--- config.mk ---
export PLATFORM = sky130hd
export DESIGN_NAME = detu_top
export DESIGN_NICKNAME = d
export VERILOG_FILES = /design/src/logic/detu_pkg.sv /design/src/logic/detu_top.sv /design/src/logic/detu_prescaler.sv /design/src/logic/detu_counter.sv
export SDC_FILE = /design/constraint.sdc
export NUM_CORES = 1
export LEC_CHECK = 0
export BUFFER_PORTS_ARGS = -buffer_cell sky130_fd_sc_hd__buf_2
export CORE_UTILIZATION = 31
export CTS_BUF_LIST = sky130_fd_sc_hd__clkbuf_4
export DETAILED_ROUTE_END_ITERATION = 8
export PLACE_DENSITY = 0.55
export REMOVE_ABC_BUFFERS = 1
export SETUP_SLACK_MARGIN = 0.2
export SLEW_MARGIN = 0
export SYNTH_ARGS = -nofsm -noshare
export SYNTH_HDL_FRONTEND = slang
export SYNTH_SLANG_ARGS = --single-unit
--- constraint.sdc ---
create_clock -name clk_sys -period 2.83 [get_ports clk_sys]
set_input_delay 0.4245 -clock clk_sys [delete_from_list [all_inputs] [get_ports clk_sys]]
set_output_delay 0.4245 -clock clk_sys [all_outputs]
set_load 0.01 [all_outputs]
--- src/logic/detu_pkg.sv ---
package detu_pkg;

  // register indices; byte address is four times the index
  localparam logic [7:0] IDX_BTIMER_MODE = 8'hD8;
  localparam logic [7:0] IDX_BTIMER_COUNT = 8'hD9;
  localparam logic [7:0] IDX_GTIMER_MODE = 8'hDA;
  localparam logic [7:0] IDX_GTIMER_COUNT = 8'hDB;
  localparam logic [7:0] IDX_GTIMER_RELOAD = 8'hCD;
  localparam logic [7:0] IDX_IRQ_CTRL = 8'hF0;

  // basic_timer_mode fields
  localparam int BM_ENABLE = 7;
  localparam int BM_RATE_LSB = 4;
  localparam int BM_T1_FAST = 3;
  localparam int BM_G_FAST = 2;
  localparam int BM_G_WAKE = 1;
  localparam int BM_RTC = 0;

  // general_timer_mode fields; bit 3 is reserved and reads zero
  localparam int GM_ENABLE = 7;
  localparam int GM_RATE_LSB = 4;
  localparam int GM_ALOAD = 2;
  localparam int GM_TOUT = 1;
  localparam int GM_PWM = 0;
  localparam logic [7:0] GM_WMASK = 8'hF7;

  // irq control fields
  localparam int IC_BFLAG = 0;
  localparam int IC_BIEN = 1;
  localparam int IC_GFLAG = 2;
  localparam int IC_GIEN = 3;

  // reset values
  localparam logic [7:0] RST_MODE = 8'h00;
  localparam logic [7:0] RST_COUNT = 8'h00;

  // real-time tick from the low clock
  localparam int LOWCLK_HZ = 32768;
  localparam int RTC_PERIOD_MS = 500;
  localparam int RTC_TICKS = LOWCLK_HZ * RTC_PERIOD_MS / 1000;

  typedef struct packed {
    logic psel;
    logic penable;
    logic pwrite;
    logic [11:0] paddr;
    logic [31:0] pwdata;
  } detu_apb_req_t;

  typedef struct packed {
    logic [31:0] prdata;
    logic pready;
    logic pslverr;
  } detu_apb_rsp_t;

  // divider exponent: cpu source 256..2, osc source 128..1
  function automatic logic [3:0] detu_shift(input logic [2:0] code, input logic fast);
    detu_shift = fast ? (4'h7 - {1'h0, code}) : (4'h8 - {1'h0, code});
  endfunction

  // aligned word hit on one register index
  function automatic logic detu_hit(input logic [11:0] addr, input logic [7:0] idx);
    detu_hit = (addr == {2'h0, idx, 2'h0});
  endfunction

  // pwm overflow boundary chosen by the reload and toggle bits
  function automatic logic [7:0] detu_pwm_top(input logic aload, input logic tout);
    case ({aload, tout})
      2'h0: detu_pwm_top = 8'hFF;
      2'h1: detu_pwm_top = 8'h3F;
      2'h2: detu_pwm_top = 8'h7F;
      default: detu_pwm_top = 8'h1F;
    endcase
  endfunction

endpackage

--- src/logic/detu_top.sv ---
`timescale 1ns/100ps
// Behaviour
// basic timer counts up, rolls FF to 00, keeps counting, raises a time-out.
// real-time mode gives a time-out every half second, ignoring count and rate.
// source bit 0 picks cpu prescaler or 32768 Hz low clock real-time source.
// an enabled basic timer time-out wakes the system from green mode.
// basic rate bits 6..4: code 000 divides by 256, 111 by 2.
// basic enable bit 7 stops or runs the basic timer.
// basic count is read/write; a write sets where counting resumes.
// software disables, clears, configures, loads, enables irq, then enables timer.
// general timer counts up, overflows FF to 00, raises a request each overflow.
// fast select bit 2 feeds the general prescaler from cpu or osc clock.
// general rate: cpu divided 256..2, or osc divided 128..1.
// pwm bit 0 enables pwm; reload and toggle bits set its boundary.
// toggle bit 1, outside pwm, hands the shared pin to the toggle signal.
// reload bit 2, outside pwm, enables reload at overflow.
// general enable bit 7 halts counter, toggle and pwm when clear.
// general wake bit 1 lets a general time-out wake from green mode.
// second timer fast bit 3 picks cpu or osc prescaler source.
// overflow with reload copies reload value into count; pwm forces reload.
// toggle output inverts at each general overflow, half the overflow rate.
// a disabled timer holds its count and produces no events.
// prescalers run freely; counters step once per prescaler pulse.
module detu_top #(
  parameter int RTC_COUNT = detu_pkg::RTC_TICKS,
  parameter int RTC_W = 14
) (
  // clock and reset
  input wire logic clk_sys,
  input wire logic sys_rst,
  // register bus
  input wire detu_pkg::detu_apb_req_t apb_req,
  output detu_pkg::detu_apb_rsp_t apb_rsp,
  // rate enables, one-cycle pulses
  input wire logic cpu_tick,
  input wire logic osc_tick,
  input wire logic lowclk_tick,
  // power state
  input wire logic green_mode,
  // requests and wake-up
  output logic btimer_irq,
  output logic gtimer_irq,
  output logic btimer_wake,
  output logic gtimer_wake,
  // shared output pin
  output logic shared_pin_out,
  output logic shared_pin_oe_n,
  // second general timer source
  output logic second_timer_fast_sel
);
  import detu_pkg::*;

  typedef struct packed {
    logic [7:0] bmode;
    logic [7:0] gmode;
    logic [7:0] greload;
    logic bflag;
    logic bien;
    logic gflag;
    logic gien;
    logic [RTC_W-1:0] rtc_cnt;
    logic [31:0] prdata;
    logic pready;
    logic pslverr;
    logic birq;
    logic girq;
    logic bwake;
    logic gwake;
    logic pin_out;
    logic pin_oe_n;
    logic t1fast;
  } detu_top_state_t;

  detu_top_state_t s_q, s_d;

  logic acc_start;
  logic commit;
  logic wr_en;
  logic wr_bmode;
  logic wr_bcount;
  logic wr_gmode;
  logic wr_gcount;
  logic wr_greload;
  logic wr_irq;
  logic [31:0] rd_data;
  logic rd_ok;
  logic b_en;
  logic b_rtc;
  logic g_en;
  logic g_pwm;
  logic g_fast;
  logic [3:0] b_shift;
  logic [3:0] g_shift;
  logic b_psc_tick;
  logic g_psc_tick;
  logic [7:0] bcount;
  logic [7:0] gcount;
  logic b_ovf;
  logic g_ovf;
  logic [7:0] g_top;
  logic rtc_done;
  logic b_timeout;
  logic pwm_level;
  logic [7:0] pwm_msb;

  // bus phases: one wait state, so pready and prdata both come from flops
  assign acc_start = apb_req.psel & apb_req.penable & ~s_q.pready;
  assign commit = apb_req.psel & apb_req.penable & s_q.pready;
  assign wr_en = commit & apb_req.pwrite;
  assign wr_bmode = wr_en & detu_hit(apb_req.paddr, IDX_BTIMER_MODE);
  assign wr_bcount = wr_en & detu_hit(apb_req.paddr, IDX_BTIMER_COUNT);
  assign wr_gmode = wr_en & detu_hit(apb_req.paddr, IDX_GTIMER_MODE);
  assign wr_gcount = wr_en & detu_hit(apb_req.paddr, IDX_GTIMER_COUNT);
  assign wr_greload = wr_en & detu_hit(apb_req.paddr, IDX_GTIMER_RELOAD);
  assign wr_irq = wr_en & detu_hit(apb_req.paddr, IDX_IRQ_CTRL);

  // mode decode
  assign b_en = s_q.bmode[BM_ENABLE];
  assign b_rtc = s_q.bmode[BM_RTC];
  assign g_en = s_q.gmode[GM_ENABLE];
  assign g_pwm = s_q.gmode[GM_PWM];
  assign g_fast = s_q.bmode[BM_G_FAST];
  assign b_shift = detu_shift(s_q.bmode[BM_RATE_LSB +: 3], 1'h0);
  assign g_shift = detu_shift(s_q.gmode[GM_RATE_LSB +: 3], g_fast);

  detu_prescaler u_bpsc (
    .clk_sys(clk_sys),
    .sys_rst(sys_rst),
    .src_tick(cpu_tick),
    .shift(b_shift),
    .tick_out(b_psc_tick)
  );

  // general prescaler source follows the fast select
  detu_prescaler u_gpsc (
    .clk_sys(clk_sys),
    .sys_rst(sys_rst),
    .src_tick(g_fast ? osc_tick : cpu_tick),
    .shift(g_shift),
    .tick_out(g_psc_tick)
  );

  // basic counter is frozen in real-time mode, its load value is ignored
  detu_counter #(.W(8)) u_bcnt (
    .clk_sys(clk_sys),
    .sys_rst(sys_rst),
    .enable(b_en & ~b_rtc),
    .tick(b_psc_tick),
    .top(8'hFF),
    .reload_en(1'h0),
    .reload_val(RST_COUNT),
    .wr(wr_bcount),
    .wdata(apb_req.pwdata[7:0]),
    .count(bcount),
    .ovf(b_ovf)
  );

  // pwm forces reload and moves the boundary
  assign g_top = g_pwm ? detu_pwm_top(s_q.gmode[GM_ALOAD], s_q.gmode[GM_TOUT]) : 8'hFF;

  detu_counter #(.W(8)) u_gcnt (
    .clk_sys(clk_sys),
    .sys_rst(sys_rst),
    .enable(g_en),
    .tick(g_psc_tick),
    .top(g_top),
    .reload_en(g_pwm | s_q.gmode[GM_ALOAD]),
    .reload_val(s_q.greload),
    .wr(wr_gcount),
    .wdata(apb_req.pwdata[7:0]),
    .count(gcount),
    .ovf(g_ovf)
  );

  // real-time interval counted in low clock ticks
  assign rtc_done = b_en & b_rtc & lowclk_tick &
                    (s_q.rtc_cnt == RTC_W'(RTC_COUNT - 1));
  assign b_timeout = b_rtc ? rtc_done : b_ovf;

  // pwm is high in the lower half of the counting window
  assign pwm_msb = g_top ^ (g_top >> 1);
  assign pwm_level = ~|(gcount & pwm_msb);

  // read mux; the reload value is write-only and reads zero
  always_comb begin
    rd_data = 32'h0000_0000;
    rd_ok = 1'h1;
    if (detu_hit(apb_req.paddr, IDX_BTIMER_MODE)) begin
      rd_data[7:0] = s_q.bmode;
    end else if (detu_hit(apb_req.paddr, IDX_BTIMER_COUNT)) begin
      rd_data[7:0] = bcount;
    end else if (detu_hit(apb_req.paddr, IDX_GTIMER_MODE)) begin
      rd_data[7:0] = s_q.gmode;
    end else if (detu_hit(apb_req.paddr, IDX_GTIMER_COUNT)) begin
      rd_data[7:0] = gcount;
    end else if (detu_hit(apb_req.paddr, IDX_GTIMER_RELOAD)) begin
      rd_data[7:0] = 8'h00;
    end else if (detu_hit(apb_req.paddr, IDX_IRQ_CTRL)) begin
      rd_data[IC_BFLAG] = s_q.bflag;
      rd_data[IC_BIEN] = s_q.bien;
      rd_data[IC_GFLAG] = s_q.gflag;
      rd_data[IC_GIEN] = s_q.gien;
    end else begin
      rd_ok = 1'h0;
    end
  end

  // next state
  always_comb begin
    s_d = s_q;
    // bus answer
    s_d.pready = acc_start;
    if (acc_start) begin
      s_d.prdata = apb_req.pwrite ? 32'h0000_0000 : rd_data;
      s_d.pslverr = ~rd_ok;
    end else begin
      s_d.pslverr = 1'h0;
    end
    // register writes
    if (wr_bmode) begin
      s_d.bmode = apb_req.pwdata[7:0];
    end
    if (wr_gmode) begin
      s_d.gmode = apb_req.pwdata[7:0] & GM_WMASK;
    end
    if (wr_greload) begin
      s_d.greload = apb_req.pwdata[7:0];
    end
    if (wr_irq) begin
      s_d.bflag = apb_req.pwdata[IC_BFLAG];
      s_d.bien = apb_req.pwdata[IC_BIEN];
      s_d.gflag = apb_req.pwdata[IC_GFLAG];
      s_d.gien = apb_req.pwdata[IC_GIEN];
    end
    // a time-out in the clearing cycle still sets the flag
    if (b_timeout) begin
      s_d.bflag = 1'h1;
    end
    if (g_ovf) begin
      s_d.gflag = 1'h1;
    end
    // real-time counter holds while disabled or in prescaler mode
    if (b_en & b_rtc & lowclk_tick) begin
      s_d.rtc_cnt = rtc_done ? '0 : s_q.rtc_cnt + RTC_W'(1);
    end
    s_d.birq = s_d.bflag & s_d.bien;
    s_d.girq = s_d.gflag & s_d.gien;
    // wake only while asleep; disabled timers make no time-out
    s_d.bwake = green_mode & b_timeout;
    s_d.gwake = green_mode & g_ovf & s_q.bmode[BM_G_WAKE];
    // shared pin: pwm wins over the toggle output
    s_d.pin_oe_n = ~(g_pwm | s_q.gmode[GM_TOUT]);
    if (g_en) begin
      if (g_pwm) begin
        s_d.pin_out = pwm_level;
      end else if (g_ovf) begin
        s_d.pin_out = ~s_q.pin_out;
      end
    end
    s_d.t1fast = s_q.bmode[BM_T1_FAST];
  end

  always_ff @(posedge clk_sys) begin
    if (sys_rst) begin
      s_q <= '0;
      s_q.pin_oe_n <= 1'h1;
    end else begin
      s_q <= s_d;
    end
  end

  // outputs
  assign apb_rsp.prdata = s_q.prdata;
  assign apb_rsp.pready = s_q.pready;
  assign apb_rsp.pslverr = s_q.pslverr;
  assign btimer_irq = s_q.birq;
  assign gtimer_irq = s_q.girq;
  assign btimer_wake = s_q.bwake;
  assign gtimer_wake = s_q.gwake;
  assign shared_pin_out = s_q.pin_out;
  assign shared_pin_oe_n = s_q.pin_oe_n;
  assign second_timer_fast_sel = s_q.t1fast;
endmodule

--- src/logic/detu_prescaler.sv ---
`timescale 1ns/100ps
module detu_prescaler (
  // clock and reset
  input wire logic clk_sys,
  input wire logic sys_rst,
  // source and selection
  input wire logic src_tick,
  input wire logic [3:0] shift,
  // divided pulse
  output logic tick_out
);
  import detu_pkg::*;

  typedef struct packed {
    logic [7:0] cnt;
    logic tick;
  } detu_psc_state_t;

  detu_psc_state_t s_q, s_d;
  logic [7:0] mask;

  // free-running, so a rate change never restarts the phase
  assign mask = 8'((9'h001 << shift) - 9'h001);

  always_comb begin
    s_d = s_q;
    s_d.tick = src_tick & ((s_q.cnt & mask) == mask);
    if (src_tick) begin
      s_d.cnt = s_q.cnt + 8'h01;
    end
  end

  always_ff @(posedge clk_sys) begin
    if (sys_rst) begin
      s_q <= '0;
    end else begin
      s_q <= s_d;
    end
  end

  assign tick_out = s_q.tick;
endmodule

--- src/logic/detu_counter.sv ---
`timescale 1ns/100ps
module detu_counter #(
  parameter int W = 8
) (
  // clock and reset
  input wire logic clk_sys,
  input wire logic sys_rst,
  // control
  input wire logic enable,
  input wire logic tick,
  input wire logic [W-1:0] top,
  input wire logic reload_en,
  input wire logic [W-1:0] reload_val,
  // software load
  input wire logic wr,
  input wire logic [W-1:0] wdata,
  // state
  output logic [W-1:0] count,
  output logic ovf
);
  import detu_pkg::*;

  typedef struct packed {
    logic [W-1:0] cnt;
  } detu_cnt_state_t;

  detu_cnt_state_t s_q, s_d;

  // overflow at the boundary, only while enabled
  assign ovf = enable & tick & (s_q.cnt == top);

  always_comb begin
    s_d = s_q;
    if (wr) begin
      s_d.cnt = wdata;
    end else if (ovf) begin
      s_d.cnt = reload_en ? reload_val : '0;
    end else if (enable & tick) begin
      s_d.cnt = s_q.cnt + W'(1);
    end
  end

  always_ff @(posedge clk_sys) begin
    if (sys_rst) begin
      s_q <= '0;
    end else begin
      s_q <= s_d;
    end
  end

  assign count = s_q.cnt;
endmodule

[After elaboration in Yosys (flattened, before gate mapping)]
Index checks and enable logic that the tools add are counted.
Storage, ports and cells
  input port bits: 53
  logic and storage cells: 125
  memories: 0
  register bits after elaboration: 116
  latch bits: 0
  output and inout port bits: 41
  RAM bits: 0
  bits in read-only memories: 0
Operators by class
  reduce and logical (&&, ||, !) cells: 8
  div/mod/pow operators: 0
  shifts and indexed selects: 2
  multipliers: 0
  bitwise logic cells: 37
  add/sub/neg operators: 10
  magnitude comparators: 0
  muxes and demuxes: 31
  equality and inequality tests: 13
Operators by type and width (number)
  $mux W8: 13
  $eq A12 B10 Y1 const B: 6
  $add A8 B1 Y8 const B: 4
  $and A1 B1 Y1: 25
  $and A8 B8 Y8: 3
  $eq A8 B8 Y1: 3
  $pmux W8 S3: 1
  $mux W4: 4
  $shl A1 B4 Y8 const A: 2
  $sub A8 B1 Y8 const B: 2
  $add A14 B1 Y14 const B: 1
  $eq A14 B14 Y1 const B: 1
  $mux W14: 1
  $mux W1: 12
  $eq A8 B8 Y1 const B: 1
  $reduce_or A8 Y1: 1
  $sub A4 B3 Y4 const A: 2
  $xor A8 B7 Y8: 1
  $not A1 Y1: 6
  $reduce_bool A3 Y1: 2
  $sub A3 B3 Y4 const A: 1
  $eq A2 B1 Y1 const B: 1
  $eq A2 B2 Y1 const B: 1
  $logic_not A2 Y1: 1
  other kinds (5): 6

[Depth between registers and ports, before layout]
Gate-level depths: netlist of the first run.
  word-level depth: 8
  depth in mapped cells: 12
  mapped depth without buffers: 10

[Modules after synthesis]
A second synthesis of the first run with hierarchy kept.
Unflattened totals
  cell total of the unflattened synthesis: 637
  area total of the unflattened synthesis: 5540.3 µm²
Modules (own cells, without submodules)
  detu_top: area an instance 2985.4 µm², cells each 331, sequential area each 1161.1 µm², times used 1
  detu_counter: area an instance 729.4 µm², cells each 93, sequential area each 160.2 µm², times used 2
  detu_prescaler: area an instance 548.0 µm², cells each 60, sequential area each 180.2 µm², times used 2

[Worst setup path before layout of the first run]
Ideal clock, no wire load.
  kind: register to register
  start point: reg s_q[72] in the netlist's numbering
  end point: reg u_gpsc.s_q (netlist bit u_gpsc.tick_out)
  arrival: 2.086 ns
  setup time: 0.119 ns
  path buffers: 2
  cell stages (with the launch flop): 13
  period minus slack after synthesis: 2.204 ns
  path slack: 0.626 ns
  data required time: 2.711 ns
  cell sequence: dfxtp_1 > buf_2 > inv_2 > ha_1 > buf_2 > nand3b_1 > a21oi_1 > a2bb2oi_1 > ha_1 > o311ai_1 > a311oi_1 > xor2_1 > o221a_1
Between the ends
  cells in the longest elaborated chain, start to end: 7
  elaborated cells on any way between the ends: 8
  those cells by class: add/sub (3); eq/ne (1); shift (1); mux (1); bitwise (2)
Ends and longest elaborated chain
  start: declaration: line detu_top.sv:74  | detu_top_state_t s_q, s_d;
  $sub A4 B3 Y4 / $sub A3 B3 Y4 (equally long branches): line detu_pkg.sv:58  | detu_shift = fast ? (4'h7 - {1'h0, code}) : (4'h8 - {1'h0, code});
  $mux W4 *: line detu_pkg.sv:58
  $shl A1 B4 Y8 *: line detu_prescaler.sv:23  | assign mask = 8'((9'h001 << shift) - 9'h001);
  $sub A8 B1 Y8 *: line detu_prescaler.sv:23
  $and A8 B8 Y8: line detu_prescaler.sv:27  | s_d.tick = src_tick & ((s_q.cnt & mask) == mask);
  $eq A8 B8 Y1 *: line detu_prescaler.sv:27
  $and A1 B1 Y1 *: line detu_prescaler.sv:27
  end signal: assignment: line detu_prescaler.sv:35  | s_q <= '0;
  end signal: assignment: line detu_prescaler.sv:37  | s_q <= s_d;
  end: declaration: line detu_prescaler.sv:19  | detu_psc_state_t s_q, s_d;
Every way passes the cells marked *; elsewhere a longest branch is shown, timed or not.
A chain may end at the register's enable or synchronous reset.

[Worst setup path after layout of the first run]
  start point: reg s_q[71] in the netlist's numbering
  end point: reg u_gpsc.s_q (netlist bit u_gpsc.tick_out)
The elaborated chain is that of the path after synthesis.

==> out/metrics.csv, run 1 <==
metric;value;unit
cp.required;3.20;ns
cts_buffer_depth;2;
ys_types;73;
crit_arrival;2.71;ns
synth_warnings;0;
rsz0062_at_grt;false;
start_util;32.1;%
htreeDepth;3;
synth-edff-count;0;
drv_cap;0;
cts_root_buf;clkbuf_4;
relSlewSlack;61.4;%
ys_ff_latch;92;
chipHeight;131;um
irDropWorstVdd;0.199;mV
io_pins;94;
die_w;131;um
nets;712;
synthMuxAreaShare;6.64;%
path_buf_inv;1;
drtPass1Iterations;5;
synthArstFlopShare;0;%
busiest_layer;met2;
synth_fa_ha_area_share;2.17;%
yosys.cell_count.top_type;dfxtp_1;
vias;4475;
portBuffers;45;
cts_tree;done;
ys_seq_area_share;35.6;%
crit_path_max_fanout;10;
p_per_area;425;nW/um^2
synth_xor_area_share;6.26;%
clock_latency;0.49;ns
grt_usage;15.0;%
outcome;complete, no violations;
drive_gt1_share;12.5;%
dieArea;17200;sq um
antenna_found_initial;0;
fin_ws;0.489;ns
yosys.area.top_type_share;35.6;%
setup_viol;0;
cpPeakStageDelay;0.34;ns
synth-main-ff-cell;dfxtp_1;
synthTopCellsByCount;dfxtp_1, nor2_1, nand2_1;
fin_crit_sh;82.7;%
rows;46;
synth_compound_area_share;15.2;%
tightest_slew;0.580;ns
period_needed;2.34;ns
core-area;16100;sq um
drt_iter0_markers;321;
grt_max_degree;41;
synth_top_cell_by_area;dfxtp_1;
skew;0.0322;ns
synth_top_family_by_area;simple AND/OR/NAND/NOR gates;
final_cells;871;
crit_chain;inv_1 > ha_2 > nand2b_1 > a21oi_1 > a2bb2oi_1 > ha_1 > o311ai_1 > a311oi_1 > xor2_1 > o221a_1;
cts.sinks;92;
p_leak;2.18;nW
grt_pass1_wl;20700;um
slew_violations;0;
dp_slack;0.455;ns
ant_nets;0;
post_cts_buffers;0;
syn_inst;634;
finalHoldViolCount;0;
met2_usage;24.9;%
grt_util_met3;2.78;%
crit_family;compound AO/OA/AOI/OAI gates;
syn_area_per_cell;8.17;sq um
hp-class;input pin to register;
gp_congestion;0.873;
postCtsHoldBufs;0;
wl_per_cell;14.8;um
clkTransAtPathRegs;0.14;ns
place_hpwl;9260;um
syn_to_final_growth;7.75;%
syn_area;5180;sq um
ys_top_cells_by_area;dfxtp_1, nor2_1, buf_4;
critPathLaunchType;register;
critPathKind;register to register;
slowest_stage;dfxtp_1;
cp-end-kind;register;
drc;0;
fin_setup_tns;0;ns
max_freq;427;MHz
grt_pass1_vias;4110;
drt_wl_total;12900;um
yosys.area_share.simple;25.3;%
viasPerCell;5.14;
grt_overflow;0;
numCtsBuffers;9;
met1_usage;18.8;%
post-place-cells;855;
fin_util;34.6;%
[placed cells by master (no fill, tap or decap), types with 7 or more instances in the layout]
master     n
a211oi_1   8
a21oi_1   40
a311oi_1   7
and3_1     9
buf_2     45
buf_4      8
clkbuf_4  10
conb_1    24
dfxtp_1   92
ha_1       8
inv_1      9
mux2i_1   22
nand2_1   59
nand2b_1  10
nand3_1   34
nand4_1   16
nor2_1    86
nor2b_1    8
nor3_1     8
o21ai_0   14
o21ai_1    8
xnor2_1    9
xor2_1    28
[cells by family (layout without fill, tap and decap cells)]
| logic type | after synthesis | in the layout |
|---|---|---|
| xor gates and xnor gates | 37 | 37 |
| and+or+nand+nor | 265 | 265 |
| muxes | 29 | 29 |
| buffers and inverters | 81 | 78 |
| AOI/OAI and AO/OA | 120 | 120 |
| DFF | 92 | 92 |
| other | 1 | 25 |
| adders and majority gates | 9 | 9 |
[path summary, 6_finish.rpt]
path              start               to  slack, ns  cells past startpoint
max             s_q[71]  u_gpsc.tick_out       0.49                     10
min          green_mode      gtimer_wake       0.20                      2
max reg2reg     s_q[71]  u_gpsc.tick_out       0.49                     10
min reg2reg  apb_rsp[6]       apb_rsp[6]       0.46                      2
[final cells by class]
cell class | instances | area [sq um]
Antenna cell | 1 | 2.50
Clock buffer | 10 | 75.1
Clock inverter | 5 | 101
Fill cell | 1691 | 10500
Inverter | 10 | 37.5
Multi-Input combinational cell | 484 | 2970
Sequential cell | 92 | 1840
Tap cell | 216 | 270
Timing Repair Buffer | 53 | 285
[metrics by stage]
stage	power, mW	area [sq um]	hold slack [ns]
6_report	2.37	5580	0.196
5_1_grt	2.47	5580	0.156
4_1_cts	2.39	5580	0.161
3_5_place_dp	1.50	5400	0.445
3_3_place_gp	1.49	5400	0.440
2_1_floorplan	1.41	4840	0.434
[layer usage]
layer  vias to the layer above  share of wire (%)
met1                      2133                 46
met3                        20                4.2
met2                       101                 47
met4                         0                2.5
met5                         -                  0
li1                       2221                  -
[what timing repair did]
action / 4_1_cts / 5_1_grt
setup endpoints to repair: 0 / 1
hold endpoints to repair: 0 / 0
gates resized for setup: 0 / 1
[report_power, final]
part,leakage (nW),switching [mW],internal [mW],total [mW]
sequential,0.742,0.0121,1.31,1.32
clock,0.0901,0.454,0.449,0.904
combinational,1.35,0.0996,0.0491,0.149
total,2.18,0.566,1.80,2.37
[sequential cells by signal (all words and copies together) (netlist names), 8 cells and up]
register	count
u_bcnt.count	8
apb_rsp	10
u_gcnt.count	8
u_bpsc.s_q	8
u_gpsc.s_q	8
s_q	35
(Power assumes the default switching activity.)
==> inputs of run 2 (changes only) <==
==> constraint.sdc (replaced) <==
create_clock -name clk_sys -period 2.2 [get_ports clk_sys]
set_input_delay 0.33 -clock clk_sys [delete_from_list [all_inputs] [get_ports clk_sys]]
set_output_delay 0.33 -clock clk_sys [all_outputs]
set_load 0.01 [all_outputs]
==> out/metrics.csv, run 2 (synthesis gave the netlist of run 1 again) <==
metric;value;unit;change
cp.required;2.56;ns;-0.64 ns
setup_viol;0;;unchanged
clock_latency;0.48;ns;about the same
drc;0;;unchanged
portBuffers;45;;unchanged
outcome;complete, no violations;;
final_common_cell;dfxtp_1;;
io_pins;94;;unchanged
antenna_found_initial;1;;+1
grt_overflow;0;;unchanged
crit_arrival;2.35;ns;-0.36 ns
gp_congestion;0.868;;-0.56%
path_buf_inv;3;;+2
chipHeight;131;um;unchanged
clkTransAtPathRegs;0.15;ns;about the same
wl_per_cell;14.8;um;about the same
viasPerCell;5.07;;-1.3%
grt_pass1_vias;4377;;+6.5%
fin_crit_sh;90.3;%;+7.6 points
finalHoldViolCount;0;;unchanged
top_register;s_q;;
hp-class;input pin to register;;
layout_common_cells;dfxtp_1, nor2_1, nand2_1;;
drtPass1Iterations;5;;unchanged
p_sw;720;uW;+27%
p_total;2.93;mW;+24%
rsz0062_at_grt;true;;
grt_max_degree;70;;+71%
pwr-share-clk;35.3;%;-2.8 points
critPathLaunch;s_q[71];;
crit_path_max_fanout;4;;-6
numCtsBuffers;9;;unchanged
drt_iter0_markers;240;;-25%
p_leak;2.32;nW;+6.3%
cpPeakStageDelay;0.36;ns;+0.02 ns
core-area;16100;sq um;unchanged
irDropWorstVdd;0.210;mV;+5.4%
cts.sinks;92;;unchanged
holdCritStartpoint;green_mode;;
skew;0.0191;ns;-0.0131 ns
p_int;2.21;mW;+23%
path_common_cell;buf_4;;
ant_nets;0;;unchanged
drt_wl_total;13200;um;+2.9%
p_per_area;502;nW/um^2;+18%
grt_usage;15.8;%;+0.87 points
relSlewSlack;62.4;%;+1.0 points
seqPwrFrac;57.8;%;+2.2 points
vias;4547;;+1.6%
slowest_stage;dfxtp_2;;
max_freq;503;MHz;+18%
rows;46;;unchanged
drive_gt1_share;18.4;%;+5.9 points
place_hpwl;9570;um;+3.3%
start_util;32.1;%;unchanged
grt_pass1_wl;22100;um;+6.7%
syn_to_final_growth;12.9;%;
postCtsHoldBufs;0;;unchanged
p_comb_share;6.8;%;+0.5 points
p_sw_share;24.5;%;+0.66 points
critPathLaunchType;register;;
r2r_start;s_q[71];;
cp-end-kind;register;;
cts_buffer_depth;2;;unchanged
crit_chain;inv_2 > ha_4 > nand3b_1 > a21oi_2 > a2bb2oi_2 > ha_2 > o311ai_4 > buf_4 > buf_4 > xnor2_1 > o221a_1;;
largest_reg_flops;35;;unchanged
crit_family;compound AO/OA/AOI/OAI gates;;
slew_violations;0;;unchanged
die_w;131;um;unchanged
critPathKind;register to register;;
cts_tree;done;;
fin_util;36.3;%;+1.6 points
dieArea;17200;sq um;unchanged
htreeDepth;3;;unchanged
tightest_slew;0.564;ns;-0.0154 ns
cts_root_buf;clkbuf_4;;
nets;736;;+3.4%
drv_cap;0;;unchanged
period_needed;1.99;ns;-0.354 ns
==> run 2: stage by stage <==
stage          TNS [ns]  setup WS [ns]  instances  hold slack [ns]  cell area (sq um)
6_report              0          0.213        897           0.0975               5850
5_1_grt               0         0.0823        897           0.0501               5850
4_1_cts               0          0.205        892           0.0677               5770
3_5_place_dp          0         0.0638        875            0.441               5560
3_3_place_gp          0          0.101        875            0.443               5560
2_1_floorplan    -0.120         -0.120        586            0.399               4840
==> run 2: metal layers <==
layer	part of all wire [%]	GRT usage, %	up-vias
met3	4.8	4.32	10
met5	0	0	-
met1	45	19.1	2161
met2	49	27.9	104
li1	-	-	2272
met4	0.85	3.42	0
==> run 2: power by group through the flow <==
stage	combinational [mW]	clock, mW	sequential (mW)
2_1_floorplan	0.0864	0	1.73
3_3_place_gp	0.198	0	1.73
3_5_place_dp	0.200	0	1.73
4_1_cts	0.201	1.08	1.70
5_1_grt	0.222	1.14	1.70
6_report	0.201	1.04	1.70
==> run 2: timing repair <==
action                     4_1_cts  5_1_grt
setup endpoints to repair        1        6
gates resized for setup         10       15
buffers inserted                 1        3
pin swaps                        5        6
==> run 2: path summary, 6_finish.rpt <==
kind / slack [ns] / depth (start not counted) / end
worst max register to register: 0.21 / 11 / u_gpsc.tick_out
worst max-delay path: 0.21 / 11 / u_gpsc.tick_out
worst min-delay path: 0.1 / 2 / gtimer_wake
worst min register to register: 0.46 / 2 / apb_rsp[8]
==> run 2: cell type report <==
class | count | area (sq um)
multi-input combinational | 484 | 3050
clock buffer | 10 | 75.1
fill | 1704 | 10300
inverter | 10 | 37.5
clock inverter | 6 | 78.8
tap | 216 | 270
sequential | 92 | 1850
antenna | 2 | 5.00
timing repair buffer | 77 | 478
